**src/common/acs_pkg.sv**
```systemverilog
// Shared constants and types for the ADC conversion sequencer
package acs_pkg;

  ////////////////////////////////////////////////////////////////////////////////
  // Sizes and clocking
  localparam int SYS_CLK_NS = 40;
  localparam int RES_W = 12;
  localparam int CTRL_W = 8;
  localparam int NUM_IN = 6;
  localparam int PIN_W = 12;
  localparam int DIV_W = 3;

  ////////////////////////////////////////////////////////////////////////////////
  // Power/clock field codes
  localparam logic [1:0] PCS_FULL_PD = 2'h0;
  localparam logic [1:0] PCS_STANDBY = 2'h1;
  localparam logic [1:0] PCS_NORM_INT = 2'h2;
  localparam logic [1:0] PCS_NORM_EXT = 2'h3;

  ////////////////////////////////////////////////////////////////////////////////
  // Sequence timing, in conversion-clock falling edges
  localparam logic [2:0] ACQ_EDGES = 3'h4;
  localparam logic [2:0] ACQ_LAST = ACQ_EDGES - 3'h1;
  localparam logic [3:0] CONV_CYCLES = 4'hD;
  localparam logic [3:0] CONV_LAST = CONV_CYCLES - 4'h1;

  // Internal oscillator: whole conversion in about this many ns
  localparam int INT_CONV_NS = 3600;
  localparam int INT_CLK_DIV = INT_CONV_NS / (13 * SYS_CLK_NS);
  localparam logic [DIV_W-1:0] INT_DIV_LAST = DIV_W'(INT_CLK_DIV - 1);

  ////////////////////////////////////////////////////////////////////////////////
  // Reset values
  localparam logic [CTRL_W-1:0] CTRL_RST = 8'hC0;
  localparam logic CLK_EXT_RST = 1'b1;
  localparam logic [PIN_W-1:0] PINS_RST = 12'hE00;
  localparam logic [RES_W-1:0] SAR_FIRST = 12'h800;

  ////////////////////////////////////////////////////////////////////////////////
  // Types
  typedef struct packed {
    logic power_clock_sel_hi;
    logic power_clock_sel_lo;
    logic acq_timing_bit;
    logic input_pairing_bit;
    logic polarity_bit;
    logic chan_sel_2;
    logic chan_sel_1;
    logic chan_sel_0;
  } acs_ctrl_t;

  typedef struct packed {
    logic [NUM_IN-1:0] pos_sel;
    logic [NUM_IN-1:0] neg_sel;
    logic neg_com;
  } acs_mux_t;

  typedef struct packed {
    logic cs_n;
    logic wr_n;
    logic rd_n;
    logic conv_clk;
    logic [CTRL_W-1:0] data;
  } acs_pins_t;

  typedef enum logic [1:0] {
    ST_IDLE,
    ST_ACQ_INT,
    ST_ACQ_EXT,
    ST_CONV
  } acs_state_t;

endpackage

```
**src/core/acs_pin_sync.sv**
```systemverilog
// Three-stage pin synchroniser; a bit changes once stages two and three agree
`timescale 1ns/1ps
module acs_pin_sync #(
  parameter int W = 12,
  parameter logic [W-1:0] RST_VAL = '0
) (
  input wire logic clk_sys,
  input wire logic resetn,
  input wire logic [W-1:0] pin,
  output logic [W-1:0] level
);

  typedef struct packed {
    logic [W-1:0] s1;
    logic [W-1:0] s2;
    logic [W-1:0] s3;
    logic [W-1:0] q;
  } acs_sync_st_t;

  localparam acs_sync_st_t SYNC_RST = {RST_VAL, RST_VAL, RST_VAL, RST_VAL};

  acs_sync_st_t st_r;
  acs_sync_st_t st_nxt;

  // Stage one feeds stage two only, to keep metastability off any logic
  always_comb begin
    st_nxt = st_r;
    st_nxt.s1 = pin;
    st_nxt.s2 = st_r.s1;
    st_nxt.s3 = st_r.s2;
    st_nxt.q = (st_r.s2 & ~(st_r.s2 ^ st_r.s3)) | (st_r.q & (st_r.s2 ^ st_r.s3));
  end

  always_ff @(posedge clk_sys or negedge resetn) begin
    if (!resetn) begin
      st_r <= SYNC_RST;
    end else begin
      st_r <= st_nxt;
    end
  end

  assign level = st_r.q;

endmodule // acs_pin_sync

```
**src/core/acs_mux_decode.sv**
```systemverilog
// Input multiplexer decode from the control byte
`timescale 1ns/1ps
module acs_mux_decode #(
  parameter int NUM_CH = acs_pkg::NUM_IN
) (
  input acs_pkg::acs_ctrl_t ctrl,
  output acs_pkg::acs_mux_t mux
);

  function automatic logic [acs_pkg::NUM_IN-1:0] onehot(
    input logic [2:0] idx,
    input logic ok
  );
    onehot = ok ? (6'h01 << idx) : 6'h00;
  endfunction

  logic [2:0] code;
  logic valid;

  assign code = {ctrl.chan_sel_2, ctrl.chan_sel_1, ctrl.chan_sel_0};
  // Codes 110 and 111, and codes past a smaller variant, leave every switch open
  assign valid = code < 3'(NUM_CH);

  always_comb begin
    if (ctrl.input_pairing_bit) begin
      mux.pos_sel = onehot(code, valid);
      mux.neg_sel = 6'h00;
      mux.neg_com = valid;
    end else begin
      // Even code: lower input positive; odd code: upper input positive
      mux.pos_sel = onehot(code, valid);
      mux.neg_sel = onehot(code ^ 3'h1, valid);
      mux.neg_com = 1'b0;
    end
  end

endmodule // acs_mux_decode

```
**src/core/acs_core.sv**
```systemverilog
// Conversion sequencer: control byte, track/hold timing, SAR and result port
`timescale 1ns/1ps
////////////////////////////////////////////////////////////////////////////////
// What this block does
// - Single-ended codes 0-5 pick input, common negative
// - Pseudo-differential pairs adjacent inputs, parity picks polarity
// - Tracking starts on write strobe rising edge
// - External acquisition holds on next write edge
// - Internal acquisition holds on fourth falling clock
// - Conversion always takes 13 conversion clocks
// - Write during conversion aborts, restarts acquisition
// - Acquisition bit clear: timed acquisition, auto conversion
// - Acquisition bit set: acquire until next write
// - Second write, bit clear, ends acquisition, converts
// - Completion flag drops low when result ready
// - Flag rises on first read or new write
// - Top two bits pick clock; power-down keeps it
// - External conversion clock used after reset
// - Code 10 selects normal, internal oscillator
// - Code 11 selects normal, external clock
// - Either acquisition mode works with either clock
// - One tri-state bus carries control and result
// - Control byte captured from data lines 7-0
// - Chip select high ignores strobes, clock; bus floats
// - Result straight binary unipolar, two's complement bipolar
// - Codes 00/01 power down; 10/11 normal
`timescale 1ns/1ps
module acs_core (
  input wire logic clk_sys,
  input wire logic resetn,
  input wire logic cs_n,
  input wire logic wr_n,
  input wire logic rd_n,
  input wire logic conv_clk_pin,
  input wire logic [acs_pkg::CTRL_W-1:0] bus_wr_data,
  output logic [acs_pkg::RES_W-1:0] bus_rd_data,
  output logic bus_drive,
  input wire logic comp_hi,
  output logic [acs_pkg::RES_W-1:0] sar_trial,
  output logic track_en,
  output acs_pkg::acs_mux_t mux_sel,
  output logic polarity_bit,
  output logic done_n,
  output logic clk_int_sel,
  output logic pd_full,
  output logic pd_standby,
  output logic [1:0] seq_state
);

  ////////////////////////////////////////////////////////////////////////////////
  // State

  typedef struct packed {
    acs_pkg::acs_state_t state;
    acs_pkg::acs_ctrl_t ctrl;
    acs_pkg::acs_mux_t mux;
    logic clk_ext;
    logic track;
    logic done_n;
    logic wr_d;
    logic rd_d;
    logic clk_d;
    logic [2:0] acq_cnt;
    logic [3:0] conv_cnt;
    logic [acs_pkg::DIV_W-1:0] div_cnt;
    logic [acs_pkg::RES_W-1:0] sar;
    logic [acs_pkg::RES_W-1:0] result;
    logic pd_full;
    logic pd_standby;
  } acs_core_st_t;

  localparam acs_core_st_t CORE_RST = '{
    state: acs_pkg::ST_IDLE,
    ctrl: acs_pkg::CTRL_RST,
    mux: '0,
    clk_ext: acs_pkg::CLK_EXT_RST,
    track: 1'b0,
    done_n: 1'b1,
    wr_d: 1'b1,
    rd_d: 1'b1,
    clk_d: 1'b0,
    acq_cnt: 3'h0,
    conv_cnt: 4'h0,
    div_cnt: '0,
    sar: '0,
    result: '0,
    pd_full: 1'b0,
    pd_standby: 1'b0
  };

  acs_core_st_t st_r;
  acs_core_st_t st_nxt;

  acs_pkg::acs_pins_t pins_raw;
  acs_pkg::acs_pins_t pins;
  acs_pkg::acs_ctrl_t ctrl_w;
  acs_pkg::acs_mux_t mux_w;

  ////////////////////////////////////////////////////////////////////////////////
  // Pin synchronisers and multiplexer decode

  assign pins_raw.cs_n = cs_n;
  assign pins_raw.wr_n = wr_n;
  assign pins_raw.rd_n = rd_n;
  assign pins_raw.conv_clk = conv_clk_pin;
  assign pins_raw.data = bus_wr_data;

  // Data lines go through the same stages as the strobe, so they line up at the edge
  acs_pin_sync #(
    .W(acs_pkg::PIN_W),
    .RST_VAL(acs_pkg::PINS_RST)
  ) u_sync (
    .clk_sys(clk_sys),
    .resetn(resetn),
    .pin(pins_raw),
    .level(pins)
  );

  assign ctrl_w = acs_pkg::acs_ctrl_t'(pins.data);

  acs_mux_decode #(
    .NUM_CH(acs_pkg::NUM_IN)
  ) u_mux (
    .ctrl(ctrl_w),
    .mux(mux_w)
  );

  ////////////////////////////////////////////////////////////////////////////////
  // Helpers

  // Bipolar result is the offset-binary code with its top bit turned over
  function automatic logic [acs_pkg::RES_W-1:0] fmt_result(
    input logic [acs_pkg::RES_W-1:0] code,
    input logic unipolar
  );
    fmt_result = unipolar ? code : (code ^ acs_pkg::SAR_FIRST);
  endfunction

  function automatic logic [1:0] pcs_of(input acs_pkg::acs_ctrl_t c);
    pcs_of = {c.power_clock_sel_hi, c.power_clock_sel_lo};
  endfunction

  ////////////////////////////////////////////////////////////////////////////////
  // Sequencer

  always_comb begin
    logic selected;
    logic wr_rise;
    logic rd_fall;
    logic ext_fall;
    logic int_tick;
    logic tick;
    logic [acs_pkg::RES_W-1:0] mask;
    logic [acs_pkg::RES_W-1:0] sar_step;
    selected = 1'b0;
    wr_rise = 1'b0;
    rd_fall = 1'b0;
    ext_fall = 1'b0;
    int_tick = 1'b0;
    tick = 1'b0;
    mask = '0;
    sar_step = '0;

    st_nxt = st_r;
    st_nxt.wr_d = pins.wr_n;
    st_nxt.rd_d = pins.rd_n;
    st_nxt.clk_d = pins.conv_clk;

    // Strobes and the external clock count only while selected
    selected = !pins.cs_n;
    wr_rise = selected && !st_r.wr_d && pins.wr_n;
    rd_fall = selected && st_r.rd_d && !pins.rd_n;
    ext_fall = selected && st_r.clk_d && !pins.conv_clk;

    // Internal oscillator: a falling-edge event every few system clocks
    if (st_r.clk_ext) begin
      st_nxt.div_cnt = '0;
    end else if (st_r.div_cnt == acs_pkg::INT_DIV_LAST) begin
      st_nxt.div_cnt = '0;
      int_tick = 1'b1;
    end else begin
      st_nxt.div_cnt = st_r.div_cnt + 1'b1;
    end

    // Same sequence whichever clock is chosen
    tick = st_r.clk_ext ? ext_fall : int_tick;

    // SAR trial step: settle the current bit, try the next one down
    mask = acs_pkg::SAR_FIRST >> st_r.conv_cnt;
    sar_step = comp_hi ? st_r.sar : (st_r.sar & ~mask);
    sar_step = sar_step | (mask >> 1);

    // A read cycle clears the flag; a completion below overrides it
    if (rd_fall) begin
      st_nxt.done_n = 1'b1;
    end

    if (wr_rise) begin
      st_nxt.ctrl = ctrl_w;
      st_nxt.mux = mux_w;
      st_nxt.done_n = 1'b1;
      // Power-down codes leave the clock source alone
      case (pcs_of(ctrl_w))
        acs_pkg::PCS_NORM_INT: st_nxt.clk_ext = 1'b0;
        acs_pkg::PCS_NORM_EXT: st_nxt.clk_ext = 1'b1;
        default: st_nxt.clk_ext = st_r.clk_ext;
      endcase
      st_nxt.acq_cnt = 3'h0;
      st_nxt.conv_cnt = 4'h0;
      // Any write, even mid-conversion, restarts the sequence, except a bit-clear write during external acquisition, which converts
      if (st_r.state == acs_pkg::ST_ACQ_EXT && !ctrl_w.acq_timing_bit) begin
        st_nxt.state = acs_pkg::ST_CONV;
        st_nxt.track = 1'b0;
        st_nxt.sar = acs_pkg::SAR_FIRST;
      end else if (ctrl_w.acq_timing_bit) begin
        st_nxt.state = acs_pkg::ST_ACQ_EXT;
        st_nxt.track = 1'b1;
      end else begin
        st_nxt.state = acs_pkg::ST_ACQ_INT;
        st_nxt.track = 1'b1;
      end
    end else begin
      case (st_r.state)
        acs_pkg::ST_IDLE: begin
          st_nxt.track = 1'b0;
        end
        acs_pkg::ST_ACQ_INT: begin
          if (tick) begin
            if (st_r.acq_cnt == acs_pkg::ACQ_LAST) begin
              st_nxt.state = acs_pkg::ST_CONV;
              st_nxt.track = 1'b0;
              st_nxt.conv_cnt = 4'h0;
              st_nxt.sar = acs_pkg::SAR_FIRST;
            end else begin
              st_nxt.acq_cnt = st_r.acq_cnt + 3'h1;
            end
          end
        end
        acs_pkg::ST_ACQ_EXT: begin
          // Holds here until the next write, however long that takes
          st_nxt.track = 1'b1;
        end
        acs_pkg::ST_CONV: begin
          if (tick) begin
            if (st_r.conv_cnt == acs_pkg::CONV_LAST) begin
              st_nxt.state = acs_pkg::ST_IDLE;
              st_nxt.result = fmt_result(st_r.sar, st_r.ctrl.polarity_bit);
              st_nxt.done_n = 1'b0;
            end else begin
              st_nxt.sar = sar_step;
              st_nxt.conv_cnt = st_r.conv_cnt + 4'h1;
            end
          end
        end
        default: begin
          st_nxt.state = acs_pkg::ST_IDLE;
          st_nxt.track = 1'b0;
        end
      endcase
    end

    // Power-down applies once the sequence, dummy or real, has finished
    st_nxt.pd_full = (st_nxt.state == acs_pkg::ST_IDLE)
      && (pcs_of(st_nxt.ctrl) == acs_pkg::PCS_FULL_PD);
    st_nxt.pd_standby = (st_nxt.state == acs_pkg::ST_IDLE)
      && (pcs_of(st_nxt.ctrl) == acs_pkg::PCS_STANDBY);
  end

  always_ff @(posedge clk_sys or negedge resetn) begin
    if (!resetn) begin
      st_r <= CORE_RST;
    end else begin
      st_r <= st_nxt;
    end
  end

  ////////////////////////////////////////////////////////////////////////////////
  // Outputs

  // Result stays put during a conversion; a read mid-conversion sees the last one
  assign bus_rd_data = st_r.result;
  assign bus_drive = !pins.cs_n && !pins.rd_n;
  assign sar_trial = st_r.sar;
  assign track_en = st_r.track;
  assign mux_sel = st_r.mux;
  assign polarity_bit = st_r.ctrl.polarity_bit;
  assign done_n = st_r.done_n;
  assign clk_int_sel = !st_r.clk_ext;
  assign pd_full = st_r.pd_full;
  assign pd_standby = st_r.pd_standby;
  assign seq_state = st_r.state;

endmodule // acs_core

```
**config.mk**
```make
export PLATFORM = sky130hd
export DESIGN_NAME = acs_core
export DESIGN_NICKNAME = d
export VERILOG_FILES = /design/src/common/acs_pkg.sv /design/src/core/acs_pin_sync.sv /design/src/core/acs_mux_decode.sv /design/src/core/acs_core.sv
export SDC_FILE = /design/constraint.sdc
export NUM_CORES = 1
export LEC_CHECK = 0
export BUFFER_PORTS_ARGS = -buffer_cell sky130_fd_sc_hd__buf_2
export CAP_MARGIN = 5
export CORE_UTILIZATION = 61
export DETAILED_ROUTE_END_ITERATION = 10
export PLACE_DENSITY = 0.84
export SLEW_MARGIN = 10
export SYNTH_ARGS = -nofsm -noshare
export SYNTH_HDL_FRONTEND = slang
export SYNTH_SLANG_ARGS = --single-unit
export TNS_END_PERCENT = 20
```
**constraint.sdc**
```tcl
create_clock -name clk_sys -period 3.6 [get_ports clk_sys]
set_clock_uncertainty 0.15 [all_clocks]
set_input_delay 0.36 -clock clk_sys [delete_from_list [all_inputs] [get_ports clk_sys]]
set_output_delay 0.36 -clock clk_sys [all_outputs]
set_load 0.05 [all_outputs]
```
==> run_results.csv <==
group,metric,value,unit
run_status,outcome,"finished clean",
clocking,worst_setup_hold_path_clk_slew,100,ps
worst_setup_path,critPathKind,"register to register",
yosys,ys.flop_type,"dfrtp_1",
routing,topRoutingLayerUsed,"met4",
sta,slew_headroom,0.5315,
final_layout,layout.cells.most_common,"dfrtp_1",
worst_setup_path,crit_arrival,2350,ps
sta,final_critical_path_setup_slack,1325,ps
yosys,synthesized_instance_count,387,
worst_hold_path,number_of_cells_traversed_by_the_worst_hold_path,0,
routing,routed-wl-met3,359,um
worst_setup_path,worst-endpoint-required,3670,ps
pwr,power.leakage,2.338,nW
global_route,antenna_found_initial,0,
sta,finalCritPeriodShare,0.6318,
clocking,clockRootBuffer,"clkbuf_8",
placement,detailedPlace.worstSlack,1356,ps
floorplan,coreArea,7253,sq um
yosys,seq_area_frac_synth,0.5964,
global_route,first_global_vias,2907,
sta,finalSetupViolations,0,
routing,drtPass1Iterations,4,
clocking,cts-buffers-inserted,9,
sta,worst-slew-pin-transition,702.7,ps
placement,dp.final_hpwl,5624,um
yosys,synth-edff-count,0,
clocking,ctsHtreeMaxLevel,3,
routing,drt_first_iter_violations,196,
worst_hold_path,min_path_type,"register to register",
clocking,cts_tree,"built",
routing,vias_after_detailed_routing,2945,
yosys,synthDistinctLibCells,55,
placement,routabilityCongestion,0.8568,
final_layout,layout_common_cells,"dfrtp_1, buf_2, nand2_1, inv_1",
floorplan,rows,31,
sta,post-route-min-period,2275,ps
global_route,grt_max_degree,59,
yosys,ys.warnings.count,0,
final_layout,layout-area-overhead-vs-synth,9.118,%
placement,numPortBuffers,60,
sta,fin_tns_setup,0,ps
yosys,post_syn_nets,414,
worst_setup_path,crit_fanout,11,
pwr,power.density,569.7,nW/um^2
clocking,cts_max_path_buffers,2,
floorplan,design.die.area,7841,sq um
worst_setup_path,type_of_element_capturing_the_critical_path,"register",
floorplan,chipWidth,88.55,um
final_layout,nets,451,
clocking,clock-sinks,108,
routing,routedLengthMet1,3530,um
routing,routed_via_density,5.578,
routing,route.final.wire_length,7926,um
sta,clock.fmax,439.7,MHz
routing,postRouteAntennaNets,0,
worst_setup_path,timing.critical_path.from_type,"register",
global_route,grt_pass1_wl,13650,um
floorplan,boundaryPins,61,
yosys,share_of_synthesized_flip_flops_with_an_asynchronous_set_or_reset,1.000,
clocking,worstSkewPairLatency,360,ps
global_route,grt.total_usage,0.2299,
final_layout,layout-drive-gt1-share,0.2634,
yosys,syn_area,4569,sq um
sta,grt_setup_unrepaired,"false",
pwr,max_ir_drop_vdd,0.5495,mV
final_layout,insertedDiodeCount,0,
sta,final-max-slew-violation-count,0,
routing,route.met2.wl,3932,um
floorplan,die_h,88.55,um
yosys,mean_instance_size_in_the_synthesized_netlist,11.81,sq um
worst_setup_path,worst_r2r_path_depth,7,
yosys,ys_ff_latch,108,
routing,remaining_drc_errors,0,
routing,routed_wire_length_per_instance,15.01,um
floorplan,initial_core_utilization,0.6300,
global_route,grt_overflow,0,
sta,hold_viol_final,0,
run,max_cap_violations,0,
==> path summary, 6_finish.rpt <==
| check | from | to | slack [ps] |
|---|---|---|---|
| max | st_r[29] | sar_trial[4] | 1330 |
| min | u_sync.st_nxt[34] | u_sync.st_nxt[22] | 200 |
| max reg2reg | st_r[29] | sar_trial[4] | 1330 |
| min reg2reg | u_sync.st_nxt[34] | u_sync.st_nxt[22] | 200 |
| max in group asynchronous | resetn | u_sync.st_nxt[34] | 2000 |
| min in group asynchronous | resetn | sar_trial[2] | 430 |
==> routing by layer <==
| metal | track usage | vias up |
|---|---|---|
| met1 | 0.3020 | 1455 |
| met4 | 0.08651 | 0 |
| li1 | - | 1388 |
| met5 | 0 | - |
| met3 | 0.04384 | 13 |
| met2 | 0.3832 | 89 |
==> power breakdown <==
group	total [mW]	internal [mW]	switching (mW)	leakage [nW]
Combinational	0.714	0.218	0.496	0.912
Clock	0.665	0.262	0.403	0.0860
Sequential	1.46	1.35	0.108	1.34
Total	2.84	1.83	1.01	2.34
==> through the flow <==
stage / power, mW / util / cell area, sq um / cells / hold slack [ps]
6_report: 2.841 / 0.6874 / 4986 / 528 / 203.5
5_1_grt: 2.994 / 0.6874 / 4986 / 528 / 206.2
4_1_cts: 2.864 / 0.6874 / 4986 / 528 / 195.6
3_5_place_dp: 2.186 / 0.6452 / 4679 / 499 / 186.4
3_3_place_gp: 2.162 / 0.6452 / 4679 / 499 / 182.2
2_1_floorplan: 2.060 / - / 4569 / 387 / -85.59
==> kinds of logic after synthesis <==
kind of cell,count (synthesis),share of synthesized area
flops,108,0.5964
mux,11,0.02601
simple gates,92,0.1019
compound gates,76,0.1172
fa+ha+maj,24,0.05915
buf+inv,74,0.09556
xor+xnor,2,0.003834
==> synth_stat cells, types with 2 or more instances <==
library cell / count / area share
o221ai_2: 2 / 0.0066
a211oi_1: 2 / 0.0033
ha_1: 12 / 0.033
dfrtp_1: 90 / 0.49
dfstp_2: 18 / 0.10
o21ai_1: 7 / 0.0077
mux2_2: 5 / 0.012
o211ai_1: 5 / 0.0082
nand4_1: 2 / 0.0027
nand2b_1: 3 / 0.0041
o31ai_1: 6 / 0.0099
and4bb_2: 2 / 0.0055
nand2_1: 41 / 0.034
o41ai_1: 5 / 0.0096
nand4bb_1: 2 / 0.0049
xor2_1: 2 / 0.0038
a21oi_1: 9 / 0.0099
buf_4: 39 / 0.064
o21ai_0: 17 / 0.019
nor2_1: 18 / 0.015
nand3_1: 7 / 0.0077
a21boi_0: 2 / 0.0033
clkbuf_1: 7 / 0.0058
buf_2: 4 / 0.0044
o311ai_0: 2 / 0.0038
nor3_1: 3 / 0.0033
a31oi_1: 6 / 0.0082
mux2_1: 2 / 0.0049
inv_1: 22 / 0.018
or3_1: 2 / 0.0027
maj3_1: 12 / 0.026
a41oi_1: 5 / 0.0096
mux2i_1: 4 / 0.0088
==> worst max-delay path, cell delays in order (launching register included) <==
cell and delay [ps]:
dfrtp_1 410, inv_1 100, ha_1 270, and3_1 280
a211o_1 280, a22oi_4 250, and2_4 290, o221ai_2 110
==> repair_timing <==
| action | 4_1_cts | 5_1_grt |
|---|---|---|
| hold endpoints to repair | 68 | 0 |
| gates resized for setup | 0 | 0 |
| hold buffers | 13 | 0 |
| buffers inserted | 0 | 0 |
==> final cells by class <==
type / instances / area (sq um)
clock buffers: 11 / 131.4
inverters: 22 / 82.58
clock inverters: 5 / 45.04
repair buffers: 78 / 470.5
fillers: 556 / 2267
multi-input cells: 205 / 1408
well taps: 99 / 123.9
flip-flops and latches: 108 / 2725
(Power assumes the default switching activity.)
